$ cat src/logic/ppm_defines.vh
// Register map, field positions, reset values and functional notes for the port pin mux group.
// Functional notes
// - Compare-output pin is GPIO only when timer output select is zero; otherwise timer output.
// - Count-input and reset-input pins always feed their levels to the timer.
// - Transmit-select bit 1 drives serial transmit on its pin; 0 gives GPIO.
// - Receive-enable 1 makes its pin serial receive input; 0 gives GPIO.
// - Clock pin input if bit1; output if bit0 or clocked mode; else GPIO.
// - Port-8 direction bits are write-only, reset 0, 1 output and 0 input.
// - Port-8 data bits 7..5 reset 0 and drive output pins.
// - Port-8 data read returns stored value where direction is 1.
// - Port-8 data read returns live pin level where direction is 0.
// - Port-8 data bits 4..0 always read 1 and ignore writes.
// - Port-B data register is read-only and returns pin levels.
// - Port-B bits selected as analog inputs read as 0.
// - Port-7 direction 1 gives output, 0 input, when no peripheral claims pin.
// - Peripheral claims of port-7 pins take precedence over general I/O.
`ifndef PPM_DEFINES_VH
`define PPM_DEFINES_VH

// ==========================================================================
// Register offsets (byte addresses on the plain register port).
`define PPM_ADDR_W 4
`define PPM_OFS_P7_DIR 4'h0
`define PPM_OFS_P7_DATA 4'h1
`define PPM_OFS_P8_DIR 4'h2
`define PPM_OFS_P8_DATA 4'h3
`define PPM_OFS_PB_DATA 4'h4
`define PPM_OFS_FUNC_SEL 4'h5

// ==========================================================================
// Field positions and masks.
`define PPM_P7_MASK 8'h77
`define PPM_P7_CMP_OUT 6
`define PPM_P7_CNT_IN 5
`define PPM_P7_RST_IN 4
`define PPM_P7_TX 2
`define PPM_P7_RX 1
`define PPM_P7_SCK 0
`define PPM_P8_MASK 8'hE0
`define PPM_P8_RSVD 8'h1F
`define PPM_FUNC_TX_SEL 0

// ==========================================================================
// Reset values.
`define PPM_DIR_RST 8'h00
`define PPM_DATA_RST 8'h00
`define PPM_FUNC_RST 8'h00
`define PPM_TOS_OFF 4'h0

`endif

$ cat src/logic/ppm_port_pin_mux.v
// Top of the port pin mux group: registers, port-7 muxing, port 8 and port B.
`include "ppm_defines.vh"

module ppm_port_pin_mux (
    // Clock and reset
    input wire ref_clk,
    input wire rst_n,
    // Register port
    input wire [`PPM_ADDR_W-1:0] regAddr,
    input wire [7:0] regWdata,
    input wire regWr,
    input wire regRd,
    output reg [7:0] regRdata,
    // Peripheral selection settings
    input wire [3:0] timerOutSelect,
    input wire rxEnable,
    input wire clockSourceBit1,
    input wire clockSourceBit0,
    input wire clockedMode,
    input wire [7:0] analogChannelMask,
    // Peripheral signals
    input wire timerCompareOut,
    output wire timerCountIn,
    output wire timerResetIn,
    input wire serialTxData,
    output wire serialRxData,
    input wire serialClockOut,
    output wire serialClockIn,
    // Port 7 pads
    input wire [7:0] port7PinIn,
    output wire [7:0] port7PinOut,
    output wire [7:0] port7PinOe,
    // Port 8 pads
    input wire [7:0] port8PinIn,
    output wire [7:0] port8PinOut,
    output wire [7:0] port8PinOe,
    // Port B pads
    input wire [7:0] analogPortPins,
    output wire [7:0] analogPortOut,
    output wire [7:0] analogPortOe
);

    // ======================================================================
    // Register storage.
    reg [7:0] port7Dir_reg;
    reg [7:0] port7Data_reg;
    reg [7:0] funcSel_reg;
    reg [7:0] port7Dir_next;
    reg [7:0] port7Data_next;
    reg [7:0] funcSel_next;
    reg [7:0] regRdata_next;
    wire [2:0] p8Rd;
    wire writeHit7Dir;
    wire writeHit7Data;
    wire writeHit8Dir;
    wire writeHit8Data;
    wire writeHitFunc;
    wire txSelect;
    wire [7:0] p7ReadBack;
    wire [7:0] p8ReadBack;
    wire [7:0] pbReadBack;
    reg [7:0] readMux;

    function hitAddr;
        input [`PPM_ADDR_W-1:0] a;
        input [`PPM_ADDR_W-1:0] ofs;
        begin
            hitAddr = (a == ofs);
        end
    endfunction

    // A pin read shows the stored bit while it drives and the live level while it listens.
    function readSel;
        input dir;
        input stored;
        input pin;
        begin
            readSel = dir ? stored : pin;
        end
    endfunction

    // ======================================================================
    // Write decode.
    assign writeHit7Dir = regWr && hitAddr(regAddr, `PPM_OFS_P7_DIR);
    assign writeHit7Data = regWr && hitAddr(regAddr, `PPM_OFS_P7_DATA);
    assign writeHit8Dir = regWr && hitAddr(regAddr, `PPM_OFS_P8_DIR);
    assign writeHit8Data = regWr && hitAddr(regAddr, `PPM_OFS_P8_DATA);
    assign writeHitFunc = regWr && hitAddr(regAddr, `PPM_OFS_FUNC_SEL);
    assign txSelect = funcSel_reg[`PPM_FUNC_TX_SEL];

    // Reserved port-7 positions and the unused select bits never take a write.
    always @* begin
        port7Dir_next = port7Dir_reg;
        port7Data_next = port7Data_reg;
        funcSel_next = funcSel_reg;
        if (writeHit7Dir) begin
            port7Dir_next = regWdata & `PPM_P7_MASK;
        end
        if (writeHit7Data) begin
            port7Data_next = regWdata & `PPM_P7_MASK;
        end
        if (writeHitFunc) begin
            funcSel_next = {7'h00, regWdata[`PPM_FUNC_TX_SEL]};
        end
    end

    always @(posedge ref_clk or negedge rst_n) begin
        if (!rst_n) begin
            port7Dir_reg <= `PPM_DIR_RST;
            port7Data_reg <= `PPM_DATA_RST;
            funcSel_reg <= `PPM_FUNC_RST;
        end else begin
            port7Dir_reg <= port7Dir_next;
            port7Data_reg <= port7Data_next;
            funcSel_reg <= funcSel_next;
        end
    end

    // ======================================================================
    // Port 7 pin ownership.
    wire cmpOwn;
    wire sckOwn;
    wire sckDrive;

    // The timer keeps its pin even when the direction bit asks for an input.
    // timer output select
    assign cmpOwn = (timerOutSelect != `PPM_TOS_OFF);
    assign sckOwn = clockSourceBit1 | clockSourceBit0 | clockedMode;
    // An external clock source turns the pin around so two drivers never meet.
    assign sckDrive = ~clockSourceBit1;

    ppm_port7_pin uCmp (
        .periphOwn(cmpOwn),
        .periphDrive(1'b1),
        .periphOut(timerCompareOut),
        .gpioDir(port7Dir_reg[`PPM_P7_CMP_OUT]),
        .gpioData(port7Data_reg[`PPM_P7_CMP_OUT]),
        .padOut(port7PinOut[`PPM_P7_CMP_OUT]),
        .padOe(port7PinOe[`PPM_P7_CMP_OUT])
    );

    ppm_port7_pin uCnt (
        .periphOwn(1'b0),
        .periphDrive(1'b0),
        .periphOut(1'b0),
        .gpioDir(port7Dir_reg[`PPM_P7_CNT_IN]),
        .gpioData(port7Data_reg[`PPM_P7_CNT_IN]),
        .padOut(port7PinOut[`PPM_P7_CNT_IN]),
        .padOe(port7PinOe[`PPM_P7_CNT_IN])
    );

    ppm_port7_pin uRst (
        .periphOwn(1'b0),
        .periphDrive(1'b0),
        .periphOut(1'b0),
        .gpioDir(port7Dir_reg[`PPM_P7_RST_IN]),
        .gpioData(port7Data_reg[`PPM_P7_RST_IN]),
        .padOut(port7PinOut[`PPM_P7_RST_IN]),
        .padOe(port7PinOe[`PPM_P7_RST_IN])
    );

    ppm_port7_pin uTx (
        .periphOwn(txSelect),
        .periphDrive(1'b1),
        .periphOut(serialTxData),
        .gpioDir(port7Dir_reg[`PPM_P7_TX]),
        .gpioData(port7Data_reg[`PPM_P7_TX]),
        .padOut(port7PinOut[`PPM_P7_TX]),
        .padOe(port7PinOe[`PPM_P7_TX])
    );

    ppm_port7_pin uRx (
        .periphOwn(rxEnable),
        .periphDrive(1'b0),
        .periphOut(1'b0),
        .gpioDir(port7Dir_reg[`PPM_P7_RX]),
        .gpioData(port7Data_reg[`PPM_P7_RX]),
        .padOut(port7PinOut[`PPM_P7_RX]),
        .padOe(port7PinOe[`PPM_P7_RX])
    );

    ppm_port7_pin uSck (
        .periphOwn(sckOwn),
        .periphDrive(sckDrive),
        .periphOut(serialClockOut),
        .gpioDir(port7Dir_reg[`PPM_P7_SCK]),
        .gpioData(port7Data_reg[`PPM_P7_SCK]),
        .padOut(port7PinOut[`PPM_P7_SCK]),
        .padOe(port7PinOe[`PPM_P7_SCK])
    );

    // Reserved positions 7 and 3 never drive.
    assign port7PinOut[7] = 1'b0;
    assign port7PinOe[7] = 1'b0;
    assign port7PinOut[3] = 1'b0;
    assign port7PinOe[3] = 1'b0;

    // ======================================================================
    // Peripheral input feeds.
    // timer inputs always fed
    assign timerCountIn = port7PinIn[`PPM_P7_CNT_IN];
    assign timerResetIn = port7PinIn[`PPM_P7_RST_IN];
    assign serialRxData = port7PinIn[`PPM_P7_RX];
    // Gated so the clock input does not see the pad echo of its own output.
    assign serialClockIn = clockSourceBit1 & port7PinIn[`PPM_P7_SCK];

    // ======================================================================
    // Port 7 read-back.
    // Unclaimed port-7 pins read back like port 8; reserved bits read 1.
    genvar g;
    generate
        for (g = 0; g < 8; g = g + 1) begin : gP7Read
            if (g == 7 || g == 3) begin : gRsvd
                assign p7ReadBack[g] = 1'b1;
            end else begin : gPin
                assign p7ReadBack[g] = readSel(port7Dir_reg[g], port7Data_reg[g], port7PinIn[g]);
            end
        end
    endgenerate

    // ======================================================================
    // Port 8.
    generate
        for (g = 0; g < 3; g = g + 1) begin : gP8
            ppm_port8_pin uPin (
                .ref_clk(ref_clk),
                .rst_n(rst_n),
                .dirWe(writeHit8Dir),
                .dataWe(writeHit8Data),
                .wrBit(regWdata[g + 5]),
                .padIn(port8PinIn[g + 5]),
                .padOut(port8PinOut[g + 5]),
                .padOe(port8PinOe[g + 5]),
                .rdDir(),
                .rdData(p8Rd[g])
            );
        end
    endgenerate

    assign port8PinOut[4:0] = 5'h00;
    assign port8PinOe[4:0] = 5'h00;
    assign p8ReadBack = {p8Rd, 5'h00} | `PPM_P8_RSVD;

    // ======================================================================
    // Port B.
    // analog channels read 0
    assign pbReadBack = analogPortPins & ~analogChannelMask;
    assign analogPortOut = 8'h00;
    assign analogPortOe = 8'h00;

    // ======================================================================
    // Read path. Direction registers are write-only and read as zero.
    always @* begin
        case (regAddr)
            `PPM_OFS_P7_DIR: readMux = 8'h00;
            `PPM_OFS_P8_DIR: readMux = 8'h00;
            `PPM_OFS_P7_DATA: readMux = p7ReadBack;
            `PPM_OFS_P8_DATA: readMux = p8ReadBack;
            `PPM_OFS_PB_DATA: readMux = pbReadBack;
            `PPM_OFS_FUNC_SEL: readMux = funcSel_reg;
            default: readMux = 8'h00;
        endcase
    end

    // Read data stand for one cycle only; idle zeros keep a stale byte from passing as a read.
    always @* begin
        regRdata_next = 8'h00;
        if (regRd) begin
            regRdata_next = readMux;
        end
    end

    always @(posedge ref_clk or negedge rst_n) begin
        if (!rst_n) begin
            regRdata <= 8'h00;
        end else begin
            regRdata <= regRdata_next;
        end
    end

endmodule

$ cat src/logic/ppm_port7_pin.v
// One shared port-7 pin: chooses between peripheral and general I/O driving.
module ppm_port7_pin (
    // Peripheral claim
    input wire periphOwn,
    input wire periphDrive,
    input wire periphOut,
    // General I/O
    input wire gpioDir,
    input wire gpioData,
    // Pad
    output wire padOut,
    output wire padOe
);

    assign padOe = periphOwn ? periphDrive : gpioDir;
    assign padOut = periphOwn ? periphOut : gpioData;

endmodule

$ cat src/logic/ppm_port8_pin.v
// One port-8 pin: direction and data storage bit with read-back selection.
module ppm_port8_pin (
    // Clock and reset
    input wire ref_clk,
    input wire rst_n,
    // Register writes
    input wire dirWe,
    input wire dataWe,
    input wire wrBit,
    // Pad
    input wire padIn,
    output wire padOut,
    output wire padOe,
    // Read-back
    output wire rdDir,
    output wire rdData
);

    reg dir_reg;
    reg data_reg;

    always @(posedge ref_clk or negedge rst_n) begin
        if (!rst_n) begin
            dir_reg <= 1'b0;
            data_reg <= 1'b0;
        end else begin
            if (dirWe) begin
                dir_reg <= wrBit;
            end
            if (dataWe) begin
                data_reg <= wrBit;
            end
        end
    end

    assign padOut = data_reg;
    assign padOe = dir_reg;
    assign rdDir = dir_reg;
    assign rdData = dir_reg ? data_reg : padIn;

endmodule

$ cat config.mk
export PLATFORM = sky130hd
export DESIGN_NAME = ppm_port_pin_mux
export DESIGN_NICKNAME = d
export VERILOG_FILES = /design/src/logic/ppm_port_pin_mux.v /design/src/logic/ppm_port7_pin.v /design/src/logic/ppm_port8_pin.v
export VERILOG_INCLUDE_DIRS = /design/src /design/src/logic
export SDC_FILE = /design/constraint.sdc
export NUM_CORES = 1
export LEC_CHECK = 0
export ABC_AREA = 1
export BUFFER_PORTS_ARGS = -buffer_cell sky130_fd_sc_hd__buf_4
export CAP_MARGIN = 30
export CORE_MARGIN = 10
export CORE_UTILIZATION = 44
export CTS_CLUSTER_SIZE = 40
export DETAILED_ROUTE_END_ITERATION = 10
export GPL_ROUTABILITY_DRIVEN = 0
export MAX_ROUTING_LAYER = met4
export PLACE_DENSITY = 0.85
export REMOVE_ABC_BUFFERS = 1
export SYNTH_ARGS = -nofsm -noshare
export SYNTH_HDL_FRONTEND = slang
export SYNTH_HIERARCHICAL = 1
export SYNTH_SLANG_ARGS = --single-unit
$ cat constraint.sdc
create_clock -name ref_clk -period 1.3 [get_ports ref_clk]
set_clock_uncertainty 0.15 [all_clocks]
set_input_delay 0.13 -clock ref_clk [delete_from_list [all_inputs] [get_ports ref_clk]]
set_output_delay 0.13 -clock ref_clk [all_outputs]
set_load 0.005 [all_outputs]
## Word-level counts from Yosys, hierarchy flattened

Index checks and enable logic that the tools add are counted.

| cells by class | value |
|---|---|
| eq/ne operators | 5 |
| muxes and demuxes | 19 |
| bitwise gates (word level) | 6 |
| reduce and logical (&&, ||, !) cells | 7 |

Operator list:

| cell | number |
|---|---|
| 8-bit one-hot mux with 4 select lines | 1 |
| 1-bit 2-to-1 mux | 17 |
| 8-bit AND | 1 |
| 4-bit by 2-bit == test with 1-bit output (second input constant) | 2 |
| 4-bit by 3-bit == test with 1-bit output (second input constant) | 2 |
| 8-bit 2-to-1 mux | 1 |
| 8-bit NOT | 1 |
| 1-bit logical AND | 5 |
| 4-bit by 1-bit == test with 1-bit output (second input constant) | 1 |
| 4-bit logical NOT | 1 |
| 4-bit nonzero test | 1 |
| 1-bit bitwise OR | 2 |
| 1-bit AND | 1 |
| 1-bit NOT | 1 |

| storage, ports and cells | value |
|---|---|
| bits in registers | 27 |
| input bits | 59 |
| output and inout bits | 60 |
| word-level logic and storage cells | 47 |

## Depth between registers and ports, before layout

| depth | value |
|---|---|
| depth after elaboration | 4 |
| gate-level depth with buffers | 8 |
| gate-level depth less buffers | 7 |

## Cells and area by module

Netlist, hierarchy kept.

Modules (own cells, without submodules):

| module | instances | cells an instance | area each (sq um) | seq. area each (sq um) |
|---|---|---|---|---|
| ppm_port_pin_mux | 1 | 194 | 1490.2 | 525.5 |
| ppm_port8_pin | 3 | 15 | 102.6 | 50.0 |
| ppm_port7_pin | 6 | 7 | 26.3 | 0.0 |

## Worst setup path after synthesis

Ideal clock, no wire load.

| timing path | value |
|---|---|
| path kind | input to register |
| from | in regAddr[0] |
| to | reg gP8[0].uPin.dir_reg |
| arrival | 1.011 ns |
| required time | 1.033 ns |
| slack | 0.022 ns |
| stages on the path | 5 |
| cells stage by stage | buf_6 -> nor4_1 -> inv_1 -> nand2_1 -> nand2_1 |

| on the way | value |
|---|---|
| cells in the longest elaborated chain, start to end | 2 |

Ends and longest elaborated chain:

| what | line | text |
|---|---|---|
| start, declared | ppm_port_pin_mux.v:9 | `` input wire [`PPM_ADDR_W-1:0] regAddr, `` |
| 4-bit by 2-bit == test with 1-bit output | ppm_port_pin_mux.v:68 | `hitAddr = (a == ofs);` |
| 1-bit logical AND | ppm_port_pin_mux.v:86 | `` assign writeHit8Dir = regWr && hitAddr(regAddr, `PPM_OFS_P8_DIR); `` |
| net writeHit8Dir | ppm_port_pin_mux.v:55 | `wire writeHit8Dir;` |
| end signal, assigned | ppm_port8_pin.v:28 | `dir_reg <= wrBit;` |
| end, declared | ppm_port8_pin.v:19 | `reg dir_reg;` |

The timed path passes the listed nets, and every way through them passes these cells.
A chain may end at the register's enable or synchronous reset.

## Worst setup path in the final report

| timing path | value |
|---|---|
| from | reg funcSel_reg[0] |
| to | out port7PinOut[2] |

| on the way | value |
|---|---|
| cells in the longest elaborated chain, start to end | 1 |

Ends and longest elaborated chain:

| what | line | text |
|---|---|---|
| start, declared | ppm_port_pin_mux.v:47 | `reg [7:0] funcSel_reg;` |
| start signal, assigned | ppm_port_pin_mux.v:111 | `` funcSel_reg <= `PPM_FUNC_RST; `` |
| start signal, assigned | ppm_port_pin_mux.v:115 | `funcSel_reg <= funcSel_next;` |
| 1-bit 2-to-1 mux | ppm_port7_pin.v:16 | `assign padOut = periphOwn ? periphOut : gpioData;` |
| end, declared | ppm_port_pin_mux.v:31 | `output wire [7:0] port7PinOut,` |

Every way passes these cells.

==> run_results.csv <==
group,metric,value,unit
run_status,status,"finished, final reports clean",
cells_and_area,area_delta_synth_final,37.48,%
cts,clock_latency,0.27,ns
synthesis,postSynthCellCount,278,
floorplanning,num_io_pins,119,
worst_setup_path,reg2reg_depth,5,
power,p_sw_share,31.39,%
worst_setup_path,crit_required,1.02,ns
detailed_routing,ant_nets,0,
cells_and_area,n_antenna_cell,0,
power,irDropWorstVdd,0.4192,mV
detailed_routing,viasPerCell,4.241,
cells_and_area,drive_gt1_share,31.59,%
cts,tritoncts,"yes",
cells_and_area,post-route-cell-area,2658,sq um
worst_setup_path,r2r_start,"port7Dir_reg[6]",
floorplanning,initial_core_util,45.02,%
grt,antenna_found_initial,0,
synthesis,ys_warn_count,6,
grt,grt_usage,13.53,%
run,max-cap-violations,0,
power,power_switching,732.3,uW
detailed_routing,totalWireLength,5226,microns
grt,grt_pass1_vias,1825,
min_path,min_from,"analogPortPins[3]",
grt,gr-total-overflow,0,
cts,cts_buffer_depth,2,
cts,root_buffer,"clkbuf_8",
sta,finalCriticalPeriod,1.258,ns
worst_setup_path,start_kind,"flip-flop",
min_path,min_path_type,"in2reg",
min_path,holdPathStages,3,
power,pwr-share-comb,33.0,%
worst_setup_path,arrival,0.98,ns
sta,setup_viol,0,
power,pwr-share-clk,20.4,%
power,seqPwrFrac,46.6,%
floorplanning,die_height,86.28,microns
detailed_routing,first_pass_iters,4,
floorplanning,core,4294,sq um
sta,setup_tns,0,ns
floorplanning,row_count,24,
cts,numCtsBuffers,3,
power,p_leak,1.553,nW
sta,fin_hold_ws,0.008050,ns
worst_setup_path,crit_path_max_fanout,4,
sta,hold_viol_final,0,
worst_setup_path,end_kind,"primary output",
power,powerDensity,877.9,nW/um^2
detailed_routing,detail_route.wl_per_cell,12.01,microns
cts,cts_sinks,27,
floorplanning,dieArea,7444,sq um
cells_and_area,largest_reg_flops,8,
sta,period_share,96.76,%
synthesis,syn_area,1933,sq um
synthesis,syn_avg_cell_area,6.954,sq um
cts,cts-resized-gates,0,
grt,grt_pass1_wl,8128,microns
sta,fmaxAchievable,795.0,MHz
sta,rsz0062_at_grt,"true",
placed_design,dp_hpwl,4338,microns
floorplanning,die_w,86.28,microns
worst_setup_path,r2r_end,"regRdata[6]",
detailed_routing,drc,0,
worst_setup_path,critPathKind,"reg2out",
cells_and_area,nets,443,
cts,h-tree-depth,1,
grt,grt_max_degree,28,
power,p_int,1.601,mW
placed_design,placed_area,2497,sq um
cts,clk_transition_reported_paths,0.09,ns
placed_design,port_buffers,80,
min_path,whs_endpoint,"regRdata[3]",
detailed_routing,vias,1845,
worst_setup_path,reg2reg_slack,0.15,ns
detailed_routing,drtIter0Drc,41,
sta,slew_violations,0,
-- cells in the final DEF (no fill, tap or decap), drive strengths merged --
master,instances
nand3b,2
a21oi,2
o211ai,1
nor4,1
inv,41
dfrtp,27
conb,44
clkbuf,4
nand4,2
dlygate4sd3,10
buf,85
nand2,108
o21ai,13
nor2,34
nand3,4
o21a,5
-- power by group through the flow --
stage	logic (mW)	registers (mW)	clock network [mW]
6_report	0.770	1.09	0.476
5_1_grt	0.875	1.11	0.515
4_1_cts	0.756	1.09	0.480
3_5_place_dp	0.731	1.10	0
3_3_place_gp	0.706	1.11	0
2_1_floorplan	0.361	1.09	0
-- worst max-delay path, stage by stage, from the launching register on --
cell	delay, ns
dfrtp_1	0.42
inv_1	0.08
nand2_1	0.05
nand2_1	0.05
buf_4	0.10
-- worst max path at each step --
stage | start | endpoint | slack [ns] | cells past startpoint
floorplan | regWr | gP8[0].uPin/padOe | 0.11 | 5
global placement | regAddr[2] | port7Dir_reg[6] | 0.11 | 7
detailed placement | regAddr[2] | port7Dir_reg[6] | 0.07 | 7
CTS | funcSel_reg[0] | port7PinOut[2] | 0.02 | 4
global route | funcSel_reg[0] | port7PinOut[2] | -0.009 | 4
finish | funcSel_reg[0] | port7PinOut[2] | 0.04 | 4
-- final cells by class --
| class | count | area [sq um] |
|---|---|---|
| multi-input cells | 216 | 979.7 |
| well taps | 52 | 65.06 |
| fillers | 432 | 1637 |
| flip-flops and latches | 27 | 675.6 |
| repair buffers | 95 | 738.2 |
| clock buffers | 4 | 45.04 |
| inverters | 41 | 153.9 |
-- through the flow --
stage	setup WS [ns]	std cells	power, mW	util [%]
final	0.04215	435	2.333	61.89
after global routing	-0.009188	435	2.497	61.89
after CTS	0.01636	433	2.326	61.54
after detailed placement	0.06887	419	1.835	58.16
after global placement	0.1081	419	1.811	58.16
after floorplan	0.1113	284	1.447	-
-- metal layers --
| metal | global-route usage [%] | vias to the layer above | part of all wire (%) |
|---|---|---|---|
| met4 | 4.271 | 0 | 1.2 |
| met3 | 4.690 | 6 | 8.2 |
| met2 | 23.87 | 66 | 51 |
| met5 | - | - | 0 |
| met1 | 13.77 | 816 | 40 |
| li1 | - | 957 | - |
-- timing repair --
action                                  CTS  global route
endpoints found under the setup margin    0             4
endpoints found under the hold margin    41             0
buffers inserted                          0             2
hold buffers                             10             0
(Power assumes the default switching activity.)
